## config.mk

```make
export PLATFORM = sky130hd
export DESIGN_NAME = cdcmo_ctrl
export DESIGN_NICKNAME = d
export VERILOG_FILES = /design/src/hw/cdcmo_pkg.sv /design/src/hw/cdcmo_timer_if.sv /design/src/hw/cdcmo_conv_timer.sv /design/src/hw/cdcmo_ctrl.sv
export SDC_FILE = /design/constraint.sdc
export NUM_CORES = 1
export LEC_CHECK = 0
export CORE_ASPECT_RATIO = 0.9
export CORE_MARGIN = 2
export CORE_UTILIZATION = 40
export DETAILED_ROUTE_END_ITERATION = 8
export DONT_BUFFER_PORTS = 1
export PLACE_DENSITY = 0.62
export SETUP_SLACK_MARGIN = 0.5
export SLEW_MARGIN = 10
export SYNTH_ARGS = -nofsm -noshare
export SYNTH_HDL_FRONTEND = slang
export SYNTH_SLANG_ARGS = --single-unit
```

## constraint.sdc

```tcl
create_clock -name ref_clk -period 3.3 [get_ports ref_clk]
set_input_delay 0.495 -clock ref_clk [delete_from_list [all_inputs] [get_ports ref_clk]]
set_output_delay 0.495 -clock ref_clk [all_outputs]
set_load 0.03 [all_outputs]
```

## src/hw/cdcmo_pkg.sv

```systemverilog
// Constants and types of the converter mode and offset DAC control block
package cdcmo_pkg;
	localparam logic [7:0] ADDR_STATUS  = 8'h00;
	localparam logic [7:0] ADDR_DATA1_HI = 8'h01;
	localparam logic [7:0] ADDR_DATA1_LO = 8'h02;
	localparam logic [7:0] ADDR_DATA2_HI = 8'h03;
	localparam logic [7:0] ADDR_DATA2_LO = 8'h04;
	localparam logic [7:0] ADDR_CONFIG  = 8'h0f;
	localparam logic [7:0] ADDR_DAC_POS = 8'h11;
	localparam logic [7:0] ADDR_DAC_NEG = 8'h12;
	localparam logic [7:0] ADDR_FILTER  = 8'h1a;

	localparam logic [7:0]  RESET_CONFIG = 8'h00;
	localparam logic [7:0]  RESET_DAC    = 8'h00;
	localparam logic [7:0]  RESET_FILTER = 8'h00;
	localparam logic [15:0] RESET_DATA   = 16'h0000;

	// Writable bits; unused positions are held at zero
	localparam logic [7:0] MASK_CONFIG = 8'h1f;
	localparam logic [7:0] MASK_DAC    = 8'h9f;
	localparam logic [7:0] MASK_FILTER = 8'h30;

	localparam int CH1_EN_BIT      = 4;
	localparam int CH2_EN_BIT      = 3;
	localparam int MODE_MSB        = 2;
	localparam int DAC_CONNECT_BIT = 7;
	localparam int DAC_LEVEL_MSB   = 4;
	localparam int RATE_HI_BIT     = 5;
	localparam int RATE_LO_BIT     = 4;

	localparam logic [2:0] MODE_IDLE    = 3'h0;
	localparam logic [2:0] MODE_CONT    = 3'h1;
	localparam logic [2:0] MODE_SINGLE  = 3'h2;
	localparam logic [2:0] MODE_PDOWN   = 3'h3;
	localparam logic [2:0] MODE_OFFCAL  = 3'h5;
	localparam logic [2:0] MODE_GAINCAL = 3'h6;

	// Conversion times in ms per rate code, clock in kHz
	localparam int CLK_KHZ   = 250000;
	localparam int CONV_MS_0 = 5;
	localparam int CONV_MS_1 = 20;
	localparam int CONV_MS_2 = 50;
	localparam int CONV_MS_3 = 60;
	localparam int CONV_CYC_0 = CONV_MS_0 * CLK_KHZ;
	localparam int CONV_CYC_1 = CONV_MS_1 * CLK_KHZ;
	localparam int CONV_CYC_2 = CONV_MS_2 * CLK_KHZ;
	localparam int CONV_CYC_3 = CONV_MS_3 * CLK_KHZ;
	localparam int CNT_W = 24;

	typedef enum logic [2:0] {
		ST_IDLE    = 3'b001,
		ST_CONVERT = 3'b010,
		ST_POWER   = 3'b100
	} cdcmo_state_type;

	function automatic logic is_conv_mode(input logic [2:0] mode);
		is_conv_mode = (mode == MODE_CONT) || (mode == MODE_SINGLE) ||
			(mode == MODE_OFFCAL) || (mode == MODE_GAINCAL);
	endfunction : is_conv_mode

	function automatic logic data_addr_hit(input logic [7:0] addr, input logic ch);
		data_addr_hit = ch ? (addr == ADDR_DATA2_HI || addr == ADDR_DATA2_LO)
			: (addr == ADDR_DATA1_HI || addr == ADDR_DATA1_LO);
	endfunction : data_addr_hit
endpackage : cdcmo_pkg

```

## src/hw/cdcmo_timer_if.sv

```systemverilog
// Handshake between sequencer and conversion timer
`timescale 1ns/10ps
interface cdcmo_timer_if;
	logic       start;
	logic [1:0] rate;
	logic       done;
	modport ctrl  (output start, output rate, input done);
	modport timer (input start, input rate, output done);
endinterface : cdcmo_timer_if

```

## src/hw/cdcmo_conv_timer.sv

```systemverilog
// Conversion time counter for one channel conversion
`timescale 1ns/10ps
module cdcmo_conv_timer #(
	parameter int unsigned CYC_0 = cdcmo_pkg::CONV_CYC_0,
	parameter int unsigned CYC_1 = cdcmo_pkg::CONV_CYC_1,
	parameter int unsigned CYC_2 = cdcmo_pkg::CONV_CYC_2,
	parameter int unsigned CYC_3 = cdcmo_pkg::CONV_CYC_3
) (
	input  wire logic        ref_clk,
	input  wire logic        reset,
	cdcmo_timer_if.timer     tmr
);
	logic [cdcmo_pkg::CNT_W-1:0] count;
	logic                        busy;
	logic [cdcmo_pkg::CNT_W-1:0] next_count;

	// Rate is latched at start, so a filter change applies to the next conversion
	always_comb begin
		unique case (tmr.rate)
			2'h0: next_count = cdcmo_pkg::CNT_W'(CYC_0 - 1);
			2'h1: next_count = cdcmo_pkg::CNT_W'(CYC_1 - 1);
			2'h2: next_count = cdcmo_pkg::CNT_W'(CYC_2 - 1);
			2'h3: next_count = cdcmo_pkg::CNT_W'(CYC_3 - 1);
		endcase
	end

	always_ff @(posedge ref_clk) begin
		if (reset) begin
			count    <= '0;
			busy     <= 1'b0;
			tmr.done <= 1'b0;
		end else if (tmr.start) begin
			count    <= next_count;
			busy     <= 1'b1;
			tmr.done <= 1'b0;
		end else if (busy && count == '0) begin
			busy     <= 1'b0;
			tmr.done <= 1'b1;
		end else begin
			count    <= busy ? count - 1'b1 : count;
			tmr.done <= 1'b0;
		end
	end
endmodule : cdcmo_conv_timer

```

## src/hw/cdcmo_ctrl.sv

```systemverilog
// Mode, channel sequencing and offset DAC control of the capacitance converter
//
// Behaviour
// - Config bit 4 enables channel one, bit 3 channel two; only enabled channels convert.
// - Mode bits 2..0: idle, continuous, single, power-down, offset cal, gain cal.
// - Conversion config at pointer 0x0F resets to 0x00: channels off, idle.
// - Positive DAC register bit 7 connects the positive offset DAC.
// - Negative DAC register bit 7 connects the negative offset DAC.
// - Positive DAC bits 4..0 set its level, 0x00 none, 0x1F full.
// - Negative DAC bits 4..0 set its level, 0x00 none, 0x1F full.
// - Filter bits 5..4 pick conversion time 5, 20, 50 or 60 ms.
// - Modulator input and excitation follow the channel now converting.
// - Each channel has an active-low ready flag, low while unread data waits.
// - A result arriving during a serial read of that data register is dropped.
// - Both DACs are shared; host reloads them before converting another channel.
`timescale 1ns/10ps
module cdcmo_ctrl #(
	parameter int unsigned CONV_CYC_0 = cdcmo_pkg::CONV_CYC_0,
	parameter int unsigned CONV_CYC_1 = cdcmo_pkg::CONV_CYC_1,
	parameter int unsigned CONV_CYC_2 = cdcmo_pkg::CONV_CYC_2,
	parameter int unsigned CONV_CYC_3 = cdcmo_pkg::CONV_CYC_3
) (
	input  wire logic        ref_clk,
	input  wire logic        reset,
	input  wire logic [7:0]  reg_addr,
	input  wire logic [7:0]  reg_wdata,
	input  wire logic        reg_wr,
	input  wire logic        reg_rd,
	input  wire logic        host_read_active,
	input  wire logic [11:0] conv_data,
	output logic      [7:0]  reg_rdata,
	output logic             first_channel_ready_n,
	output logic             second_channel_ready_n,
	output logic             pos_offset_dac_connect,
	output logic      [4:0]  pos_offset_dac_level,
	output logic             neg_offset_dac_connect,
	output logic      [4:0]  neg_offset_dac_level,
	output logic             filter_rate_sel_hi,
	output logic             filter_rate_sel_lo,
	output logic             mux_channel_sel,
	output logic      [1:0]  excitation_enable,
	output logic             modulator_enable,
	output logic             power_down
);
	logic [7:0]                 conversion_config;
	logic [7:0]                 positive_offset_dac;
	logic [7:0]                 negative_offset_dac;
	logic [7:0]                 filter_rate_config;
	logic [15:0]                data_ch [2];
	logic                       last_ch;
	cdcmo_pkg::cdcmo_state_type state;
	logic                       active_ch;
	logic [2:0]                 mode;
	logic                       first_channel_enable;
	logic                       second_channel_enable;
	logic                       is_last;
	logic                       finish_one_shot;
	logic                       store;
	logic                       discard;

	cdcmo_timer_if tmr ();

	cdcmo_conv_timer #(
		.CYC_0 (CONV_CYC_0),
		.CYC_1 (CONV_CYC_1),
		.CYC_2 (CONV_CYC_2),
		.CYC_3 (CONV_CYC_3)
	) u_timer (
		.ref_clk (ref_clk),
		.reset   (reset),
		.tmr     (tmr)
	);

	assign mode                  = conversion_config[cdcmo_pkg::MODE_MSB:0];
	assign first_channel_enable  = conversion_config[cdcmo_pkg::CH1_EN_BIT];
	assign second_channel_enable = conversion_config[cdcmo_pkg::CH2_EN_BIT];
	assign is_last         = active_ch || !second_channel_enable;
	// An abort by a host write keeps the mode that the host chose
	assign finish_one_shot = state == cdcmo_pkg::ST_CONVERT && tmr.done && is_last &&
		cdcmo_pkg::is_conv_mode(mode) && mode != cdcmo_pkg::MODE_CONT;
	assign discard = host_read_active && cdcmo_pkg::data_addr_hit(reg_addr, active_ch);
	assign store   = state == cdcmo_pkg::ST_CONVERT && tmr.done && !discard;
	assign tmr.rate = {filter_rate_config[cdcmo_pkg::RATE_HI_BIT],
		filter_rate_config[cdcmo_pkg::RATE_LO_BIT]};

	// Register writes; host write outranks the automatic return to idle
	always_ff @(posedge ref_clk) begin
		if (reset) begin
			conversion_config   <= cdcmo_pkg::RESET_CONFIG;
			positive_offset_dac <= cdcmo_pkg::RESET_DAC;
			negative_offset_dac <= cdcmo_pkg::RESET_DAC;
			filter_rate_config  <= cdcmo_pkg::RESET_FILTER;
		end else if (reg_wr) begin
			unique case (reg_addr)
				cdcmo_pkg::ADDR_CONFIG:
					conversion_config <= reg_wdata & cdcmo_pkg::MASK_CONFIG;
				cdcmo_pkg::ADDR_DAC_POS:
					positive_offset_dac <= reg_wdata & cdcmo_pkg::MASK_DAC;
				cdcmo_pkg::ADDR_DAC_NEG:
					negative_offset_dac <= reg_wdata & cdcmo_pkg::MASK_DAC;
				cdcmo_pkg::ADDR_FILTER:
					filter_rate_config <= reg_wdata & cdcmo_pkg::MASK_FILTER;
				default: ;
			endcase
		end else if (finish_one_shot) begin
			conversion_config[cdcmo_pkg::MODE_MSB:0] <= cdcmo_pkg::MODE_IDLE;
		end
	end

	// Shared DACs drive both channels; no per-channel copy exists
	assign pos_offset_dac_connect = positive_offset_dac[cdcmo_pkg::DAC_CONNECT_BIT];
	assign neg_offset_dac_connect = negative_offset_dac[cdcmo_pkg::DAC_CONNECT_BIT];
	assign pos_offset_dac_level = positive_offset_dac[cdcmo_pkg::DAC_LEVEL_MSB:0];
	assign neg_offset_dac_level = negative_offset_dac[cdcmo_pkg::DAC_LEVEL_MSB:0];
	assign filter_rate_sel_hi = filter_rate_config[cdcmo_pkg::RATE_HI_BIT];
	assign filter_rate_sel_lo = filter_rate_config[cdcmo_pkg::RATE_LO_BIT];

	// Channel sequencer; undefined mode codes behave as idle
	always_ff @(posedge ref_clk) begin
		if (reset) begin
			state     <= cdcmo_pkg::ST_IDLE;
			active_ch <= 1'b0;
			tmr.start <= 1'b0;
		end else begin
			tmr.start <= 1'b0;
			unique case (state)
				cdcmo_pkg::ST_IDLE: begin
					if (mode == cdcmo_pkg::MODE_PDOWN) begin
						state <= cdcmo_pkg::ST_POWER;
					end else if (cdcmo_pkg::is_conv_mode(mode) &&
							(first_channel_enable || second_channel_enable)) begin
						state     <= cdcmo_pkg::ST_CONVERT;
						active_ch <= !first_channel_enable;
						tmr.start <= 1'b1;
					end
				end
				cdcmo_pkg::ST_CONVERT: begin
					if (!cdcmo_pkg::is_conv_mode(mode)) begin
						state <= cdcmo_pkg::ST_IDLE;
					end else if (tmr.done && !is_last) begin
						active_ch <= 1'b1;
						tmr.start <= 1'b1;
					end else if (tmr.done && mode == cdcmo_pkg::MODE_CONT &&
							(first_channel_enable || second_channel_enable)) begin
						active_ch <= !first_channel_enable;
						tmr.start <= 1'b1;
					end else if (tmr.done) begin
						state <= cdcmo_pkg::ST_IDLE;
					end
				end
				cdcmo_pkg::ST_POWER: begin
					if (mode != cdcmo_pkg::MODE_PDOWN) begin
						state <= cdcmo_pkg::ST_IDLE;
					end
				end
			endcase
		end
	end

	// Analog routing follows the converting channel
	always_ff @(posedge ref_clk) begin
		if (reset) begin
			mux_channel_sel   <= 1'b0;
			excitation_enable <= 2'h0;
			modulator_enable  <= 1'b0;
			power_down        <= 1'b0;
		end else begin
			mux_channel_sel   <= active_ch;
			excitation_enable <= (state == cdcmo_pkg::ST_CONVERT) ?
				(active_ch ? 2'h2 : 2'h1) : 2'h0;
			modulator_enable  <= state == cdcmo_pkg::ST_CONVERT;
			power_down        <= state == cdcmo_pkg::ST_POWER;
		end
	end

	// Results and ready flags; a new result wins over a same-cycle read clear
	always_ff @(posedge ref_clk) begin
		if (reset) begin
			data_ch[0]             <= cdcmo_pkg::RESET_DATA;
			data_ch[1]             <= cdcmo_pkg::RESET_DATA;
			last_ch                <= 1'b0;
			first_channel_ready_n  <= 1'b1;
			second_channel_ready_n <= 1'b1;
		end else begin
			if (store) begin
				data_ch[active_ch] <= {conv_data, 4'h0};
				last_ch            <= active_ch;
			end
			if (store && !active_ch) begin
				first_channel_ready_n <= 1'b0;
			end else if (reg_rd && reg_addr == cdcmo_pkg::ADDR_DATA1_LO) begin
				first_channel_ready_n <= 1'b1;
			end
			if (store && active_ch) begin
				second_channel_ready_n <= 1'b0;
			end else if (reg_rd && reg_addr == cdcmo_pkg::ADDR_DATA2_LO) begin
				second_channel_ready_n <= 1'b1;
			end
		end
	end

	// Read port; unmapped pointers read zero
	always_ff @(posedge ref_clk) begin
		if (reset) begin
			reg_rdata <= 8'h00;
		end else if (reg_rd) begin
			unique case (reg_addr)
				cdcmo_pkg::ADDR_STATUS: reg_rdata <= {state == cdcmo_pkg::ST_POWER, 4'h0,
					last_ch, second_channel_ready_n, first_channel_ready_n};
				cdcmo_pkg::ADDR_DATA1_HI: reg_rdata <= data_ch[0][15:8];
				cdcmo_pkg::ADDR_DATA1_LO: reg_rdata <= data_ch[0][7:0];
				cdcmo_pkg::ADDR_DATA2_HI: reg_rdata <= data_ch[1][15:8];
				cdcmo_pkg::ADDR_DATA2_LO: reg_rdata <= data_ch[1][7:0];
				cdcmo_pkg::ADDR_CONFIG:   reg_rdata <= conversion_config;
				cdcmo_pkg::ADDR_DAC_POS:  reg_rdata <= positive_offset_dac;
				cdcmo_pkg::ADDR_DAC_NEG:  reg_rdata <= negative_offset_dac;
				cdcmo_pkg::ADDR_FILTER:   reg_rdata <= filter_rate_config;
				default:                  reg_rdata <= 8'h00;
			endcase
		end
	end
endmodule : cdcmo_ctrl

```

## After elaboration in Yosys (flattened, before gate mapping)

Memories as Yosys holds them, arrays and structs flattened.
Index checks and enable logic that the tools add are counted.
W data, S select, Z words.

- $add $sub $neg: 1
- Eq/ne operators: 32
- Multiplexer cells: 45
- Bitwise operators: 1
- Reductions and logical operators: 47

Operator list:

| cell | count |
|---|---|
| $pmux W24 S4 | 1 |
| $mux W24 | 3 |
| $pmux W8 S9 | 1 |
| $mux W3 | 10 |
| $mux W1 | 25 |
| $eq A8 B5 Y1 const B | 3 |
| $logic_not A24 Y1 | 1 |
| $sub A24 B1 Y24 const B | 1 |
| $eq A8 B2 Y1 const B | 2 |
| $logic_and A1 B1 Y1 | 15 |
| $mux W12 | 1 |
| $ne A3 B3 Y1 const B | 4 |
| $reduce_and A2 Y1 | 6 |
| $reduce_bool A2 Y1 | 6 |
| $reduce_or A12 Y1 | 1 |
| $ne A2 B2 Y1 const B | 5 |
| $reduce_and A5 Y1 | 2 |
| $eq A3 B2 Y1 const B | 3 |
| $eq A3 B3 Y1 const B | 3 |
| $pmux W3 S3 | 1 |
| $eq A8 B1 Y1 const B | 1 |
| $eq A8 B3 Y1 const B | 1 |
| $eq A8 B4 Y1 const B | 1 |
| $logic_not A8 Y1 | 1 |
| other kinds (13) | 28 |

- Register bits: 66
- Bits in writable memories: 24
- Input bits: 33
- Output and inout bits: 29
- Word-level logic and storage cells: 146
- Memories kept: 1

Memory list:

| memory | words | width | read ports | clocked after memory_dff | write ports | RTL line | RTL |
|---|---|---|---|---|---|---|---|
| data_ch | 2 | 12 | 2 | 0 | 2 | cdcmo_ctrl.sv:49 | `logic [15:0] data_ch [2];` |

## Depth between registers and ports, before layout

- Depth after elaboration: 11
- Gate-level depth with buffers: 7
- Depth with buffers taken out: 7

## Hierarchy

Synthesis repeated with hierarchy kept, for this count alone.

- Cells, all modules: 490
- Area, all modules: 4664.5 um^2

By module, submodules not included:

| module | instances | cells each | area an instance (um^2) | sequential area each (um^2) |
|---|---|---|---|---|
| cdcmo_ctrl | 1 | 309 | 3086.7 | 1521.5 |
| cdcmo_conv_timer | 1 | 181 | 1577.8 | 520.5 |

## Worst setup path before layout

OpenSTA, ideal clock, no wires.

- Kind: in2reg
- From: input port reg_addr[0]
- To: memory data_ch[1][0] (netlist name), enable pin
- Library setup time: 0.398 ns
- Data arrival time: 2.422 ns
- Data required time: 2.902 ns
- Path slack: 0.481 ns
- Cell stages on the path: 7
- Buffers on the path: 2
- Path through: clkbuf_1 clkbuf_1 xnor2_1 nor3_1 a21oi_1 o21ai_0 o21ai_0

RTL lines:

| what | RTL line | RTL |
|---|---|---|
| start, declared | cdcmo_ctrl.sv:25 | `input wire logic [7:0] reg_addr,` |
| end, declared | cdcmo_ctrl.sv:49 |  |

## Final worst setup path

- From: register u_timer.count[1] (netlist name)
- To: register u_timer.count[3] (netlist name)

- Longest elaborated chain between the ends: 4
- Elaborated cells between the ends (all ways): 8
- Classes of those cells: 1 x add/sub; 1 x eq/ne; 3 x mux; 3 x reduce/logical

RTL lines:

| what | RTL line | RTL |
|---|---|---|
| start, declared | cdcmo_conv_timer.sv:13 | `logic [cdcmo_pkg::CNT_W-1:0] count;` |
| start signal, assigned | cdcmo_conv_timer.sv:33 | `count <= next_count;` |
| start signal, assigned | cdcmo_conv_timer.sv:40 | `count <= busy ? count - 1'b1 : count;` |
| $sub A24 B1 Y24 or $logic_not A24 Y1 (tied branches) | cdcmo_conv_timer.sv:40, cdcmo_conv_timer.sv:36 |  |
| $mux W24 or $logic_and A1 B1 Y1 (tied branches) | cdcmo_conv_timer.sv:40, cdcmo_conv_timer.sv:36 |  |
| $mux W24 or $ne A2 B2 Y1 (tied branches) | n/a |  |
| $mux W24 or $reduce_and A2 Y1 (tied branches) | n/a |  |

Several ways; a longest one is shown, not always the timed one. The select of a mux whose other input is x is not followed.
A chain may end at the register's enable or synchronous reset.

==> run summary <==
By count the netlist is led by sky130_fd_sc_hd__dfxtp_1, sky130_fd_sc_hd__nor2_1, sky130_fd_sc_hd__and2_1. The total area inside the core boundary comes to 10,900 µm². The number of I/O port buffers was 0; the detailed placer's ending HPWL was 8440 µm.

The number of setup buffers added after CTS is 0. The tools report the met1 track utilization from global routing as 0.277. The share of the clock period used by the worst path is 0.763, and the die area is 12,200 µm². The first TritonRoute pass finished after 5 iterations. Among all flip-flop cells after synthesis, the most frequent one is sky130_fd_sc_hd__dfxtp_1. The met3 track demand over resource is 0.0789. The count of H-tree levels built during CTS is 3, and the number of violations reported at the end of detailed-routing iteration 0 is 303.

The run gives 0 as the number of max-slew violations in the final report. The area share of the largest cell type after synthesis is 0.291. TritonCTS built the clock tree.

For the placer congestion estimate, the log shows 0.817. The run gives 0 as the setup violation total in the final timing report. The number of vias per cell came out at 5.97. The signal on the critical path passes through inv_1, ha_1, or4b_2, or4_4, o21ai_2, nor3_1, o31a_1.

The slowest stage of the critical path is the sky130_fd_sc_hd__or4b_2 cell. The placement-stage cell area was 4680 µm²; the count of synthesis-stage warnings from yosys was 0. Broken down by cell family, the worst path's largest delay share belongs to simple AND/OR/NAND/NOR gates. Across all hold checks on the routed design, the worst slack comes to 215 ps.

For the via count of the first global-routing pass, the log shows 3,510. The mean instance size in the synthesized netlist came out at 9.48 µm². For the met2 usage, the log shows 0.307. The cell area power density was 457 nW/µm²; the utilization of the core after routing was 0.456. The proportion of synthesized flip-flops having asynchronous set or reset is 0, and the number of enable flip-flop cells after synthesis is 24. The first global-routing pass estimated 19,400 µm of wire. The static leakage power was 1.78 nW.

The cell count after synthesis is 479, and the post-synthesis net count is 518. Wires add up to 12,000 µm. Pin count of the biggest net entering global routing: 46. For the finished layout, the period the worst path requires is 2520 ps.

The clock passes through at most 2 buffers. Relative to the synthesized area, the layout overhead comes to 9.81%. The register bit total from synthesis is 90.

Overall power consumption after layout is estimated at 2.28 mW. The remaining max-slew budget at the tightest pin was 0.229; the via count of the routed design was 3,735. In the post-synthesis netlist, the biggest area contributors are sky130_fd_sc_hd__dfxtp_1, sky130_fd_sc_hd__edfxtp_1, sky130_fd_sc_hd__mux2i_1. Total routing resource utilization after global routing: 0.206.

The clock latency of the later-clocked register in the worst-skew pair is 350 ps, and the overall overflow remaining after global route is 0. The tools report the initial cell density of the core as 0.415. STA classifies the critical path startpoint as a flip-flop.

Most frequently used cell type in the post-synthesis netlist: sky130_fd_sc_hd__dfxtp_1. After floorplanning, the core was divided into 36 placement rows. Across the routed clock network, the largest skew measured is 7.02 ps. The number of buffers created by CTS was 9; the number of filler cells placed in the layout was 1,066. The post-synthesis sequential area ratio came out at 0.450. The tightest min-delay check is of the primary input to flip-flop type. For this run, design rule violations remaining after detail routing come to 0. With fillers left out, the area of the finished cells amounts to 4990 µm². Summing all flip-flop and latch instances after layout gives 2040 µm². The setup TNS after final layout was 0 ps; the number of buffers inserted for hold repair after clock tree synthesis was 0. Once the clock tree was built, the resizer swapped 0 gates to a different size.

On the worst path, the slowest cell contributes a delay of 590 ps. sky130_fd_sc_hd__dfxtp_1 takes more of the synthesized area than any other cell. The run gives 397 MHz as the highest clock frequency the design can meet. Initial antenna violation count: 0.

The flow ran to the end, and the final reports show no timing, DRC or antenna violations. The number of nets at the end of the flow was 508; the measured slew at the worst slew-check pin was 1150 ps. Synthesis instantiated 72 different standard cells from the library. For this design the top-level I/O count stands at 62. The buffers plus inverters on the worst setup path is 1. The count of final hold-check violations came out at 0. The mapped netlist covers 4540 µm². Root buffer cell: sky130_fd_sc_hd__clkbuf_16. IR analysis of the VDD net gives a maximum drop of 0.296 mV. met2 is the most crowded layer.

The clock net in this run drives a total of 90 sinks. 0 antenna diodes ended up in the layout. The critical path endpoint category is a flip-flop. The antenna violation net count after detailed routing is 0, and the clock-pin slew on the worst setup and hold paths is 70 ps.

Measured along the y axis, the die boundary spans 105 µm. Data on the critical path is required at its endpoint by 3540 ps. The fraction of layout cells with a size suffix above 1 is 0.0970, and the data arrival time of the critical path is 2760 ps. The worst setup path is of the flip-flop to flip-flop kind. The die is 116 µm wide. Setup repair after global routing left no endpoint under its margin.

The peak fanout along the critical path was 9; the routed length per placed instance was 19.2 µm. The run gives 0 as the max capacitance violation total. In the final layout, the multi-input gates occupy 2360 µm².
## final timing paths
check / start / end / slack, ps / cells after the start
worst min-delay path: reset / u_timer.count[10]$_SDFFE_PP0P_ / 210 / 1
worst min register to register: last_ch$_SDFFE_PP0N_ / last_ch$_SDFFE_PP0N_ / 490 / 1
worst max register to register: u_timer.count[1]$_SDFFE_PP0P_ / u_timer.count[3]$_SDFFE_PP0P_ / 780 / 7
worst max-delay path: u_timer.count[1]$_SDFFE_PP0P_ / u_timer.count[3]$_SDFFE_PP0P_ / 780 / 7
## stage by stage
stage                     worst slack, ps  instances
after detailed placement              670        610
final                                 782        626
after floorplan                       802        479
after global placement                702        610
after global routing                  603        626
after CTS                             787        626
## cells by family (layout without fill, tap and decap cells)
logic type,after synthesis,count (layout),share of synthesized area
compound gates,121,121,0.189
xor+xnor,11,11,0.0212
fa+ha+maj,6,6,0.0165
buf+inv,37,32,0.0325
flops,90,90,0.450
mux,19,19,0.0422
simple gates,195,195,0.249
## per-layer routing
metal	vias up	share of wire
li1	1785	-
met1	1831	0.44
met2	105	0.47
met3	14	0.078
met4	0	0.012
met5	-	0
## state kept, by name (all words and copies together) (netlist names), 2 cells and up
name                 cells
data_ch                 24
u_timer.count           24
reg_rdata                8
negative_offset_dac      6
positive_offset_dac      6
conversion_config        5
state                    3
excitation_enable        2
filter_rate_config       2
## report_power, final
| part | internal, mW | total, mW | switching [mW] |
|---|---|---|---|
| registers | 1.14 | 1.16 | 0.0112 |
| logic | 0.0252 | 0.0631 | 0.0379 |
| clock network | 0.614 | 1.06 | 0.445 |
## cell usage in the layout (no fill, tap or decap), types with 3 or more instances in the layout
master,count
sky130_fd_sc_hd__dfxtp_1,66
sky130_fd_sc_hd__nor2_1,45
sky130_fd_sc_hd__and2_1,26
sky130_fd_sc_hd__nand2_1,24
sky130_fd_sc_hd__edfxtp_1,24
sky130_fd_sc_hd__o21ai_0,21
sky130_fd_sc_hd__a21oi_1,19
sky130_fd_sc_hd__mux2i_1,18
sky130_fd_sc_hd__nand3_1,15
sky130_fd_sc_hd__nor3_1,13
sky130_fd_sc_hd__a211oi_1,10
sky130_fd_sc_hd__a22oi_1,10
sky130_fd_sc_hd__nand4_1,9
sky130_fd_sc_hd__clkbuf_16,9
sky130_fd_sc_hd__inv_1,8
sky130_fd_sc_hd__buf_4,7
sky130_fd_sc_hd__nor3b_1,6
sky130_fd_sc_hd__nor4_1,6
sky130_fd_sc_hd__o21a_1,6
sky130_fd_sc_hd__a31oi_1,6
sky130_fd_sc_hd__xor2_1,6
sky130_fd_sc_hd__ha_1,6
sky130_fd_sc_hd__or4_1,5
sky130_fd_sc_hd__nor2b_1,5
sky130_fd_sc_hd__xnor2_1,5
sky130_fd_sc_hd__o211ai_1,5
sky130_fd_sc_hd__nand3b_1,5
sky130_fd_sc_hd__a21boi_0,5
sky130_fd_sc_hd__nor4b_1,4
sky130_fd_sc_hd__a32oi_1,4
sky130_fd_sc_hd__or4_4,3
sky130_fd_sc_hd__nor4_2,3
sky130_fd_sc_hd__or3_1,3
sky130_fd_sc_hd__and3_1,3
sky130_fd_sc_hd__nand2b_1,3
sky130_fd_sc_hd__o31ai_1,3
sky130_fd_sc_hd__a32o_1,3
sky130_fd_sc_hd__a311oi_1,3
## final cells by class
class | instances | share of cell area
flip-flops and latches | 90 | 0.410
clock inverters | 5 | 0.0123
multi-input cells | 352 | 0.474
clock buffers | 11 | 0.0487
repair buffers | 7 | 0.0105
inverters | 9 | 0.00678
well taps | 152 | 0.0381
No activity file was read; power rests on OpenSTA's default activity.
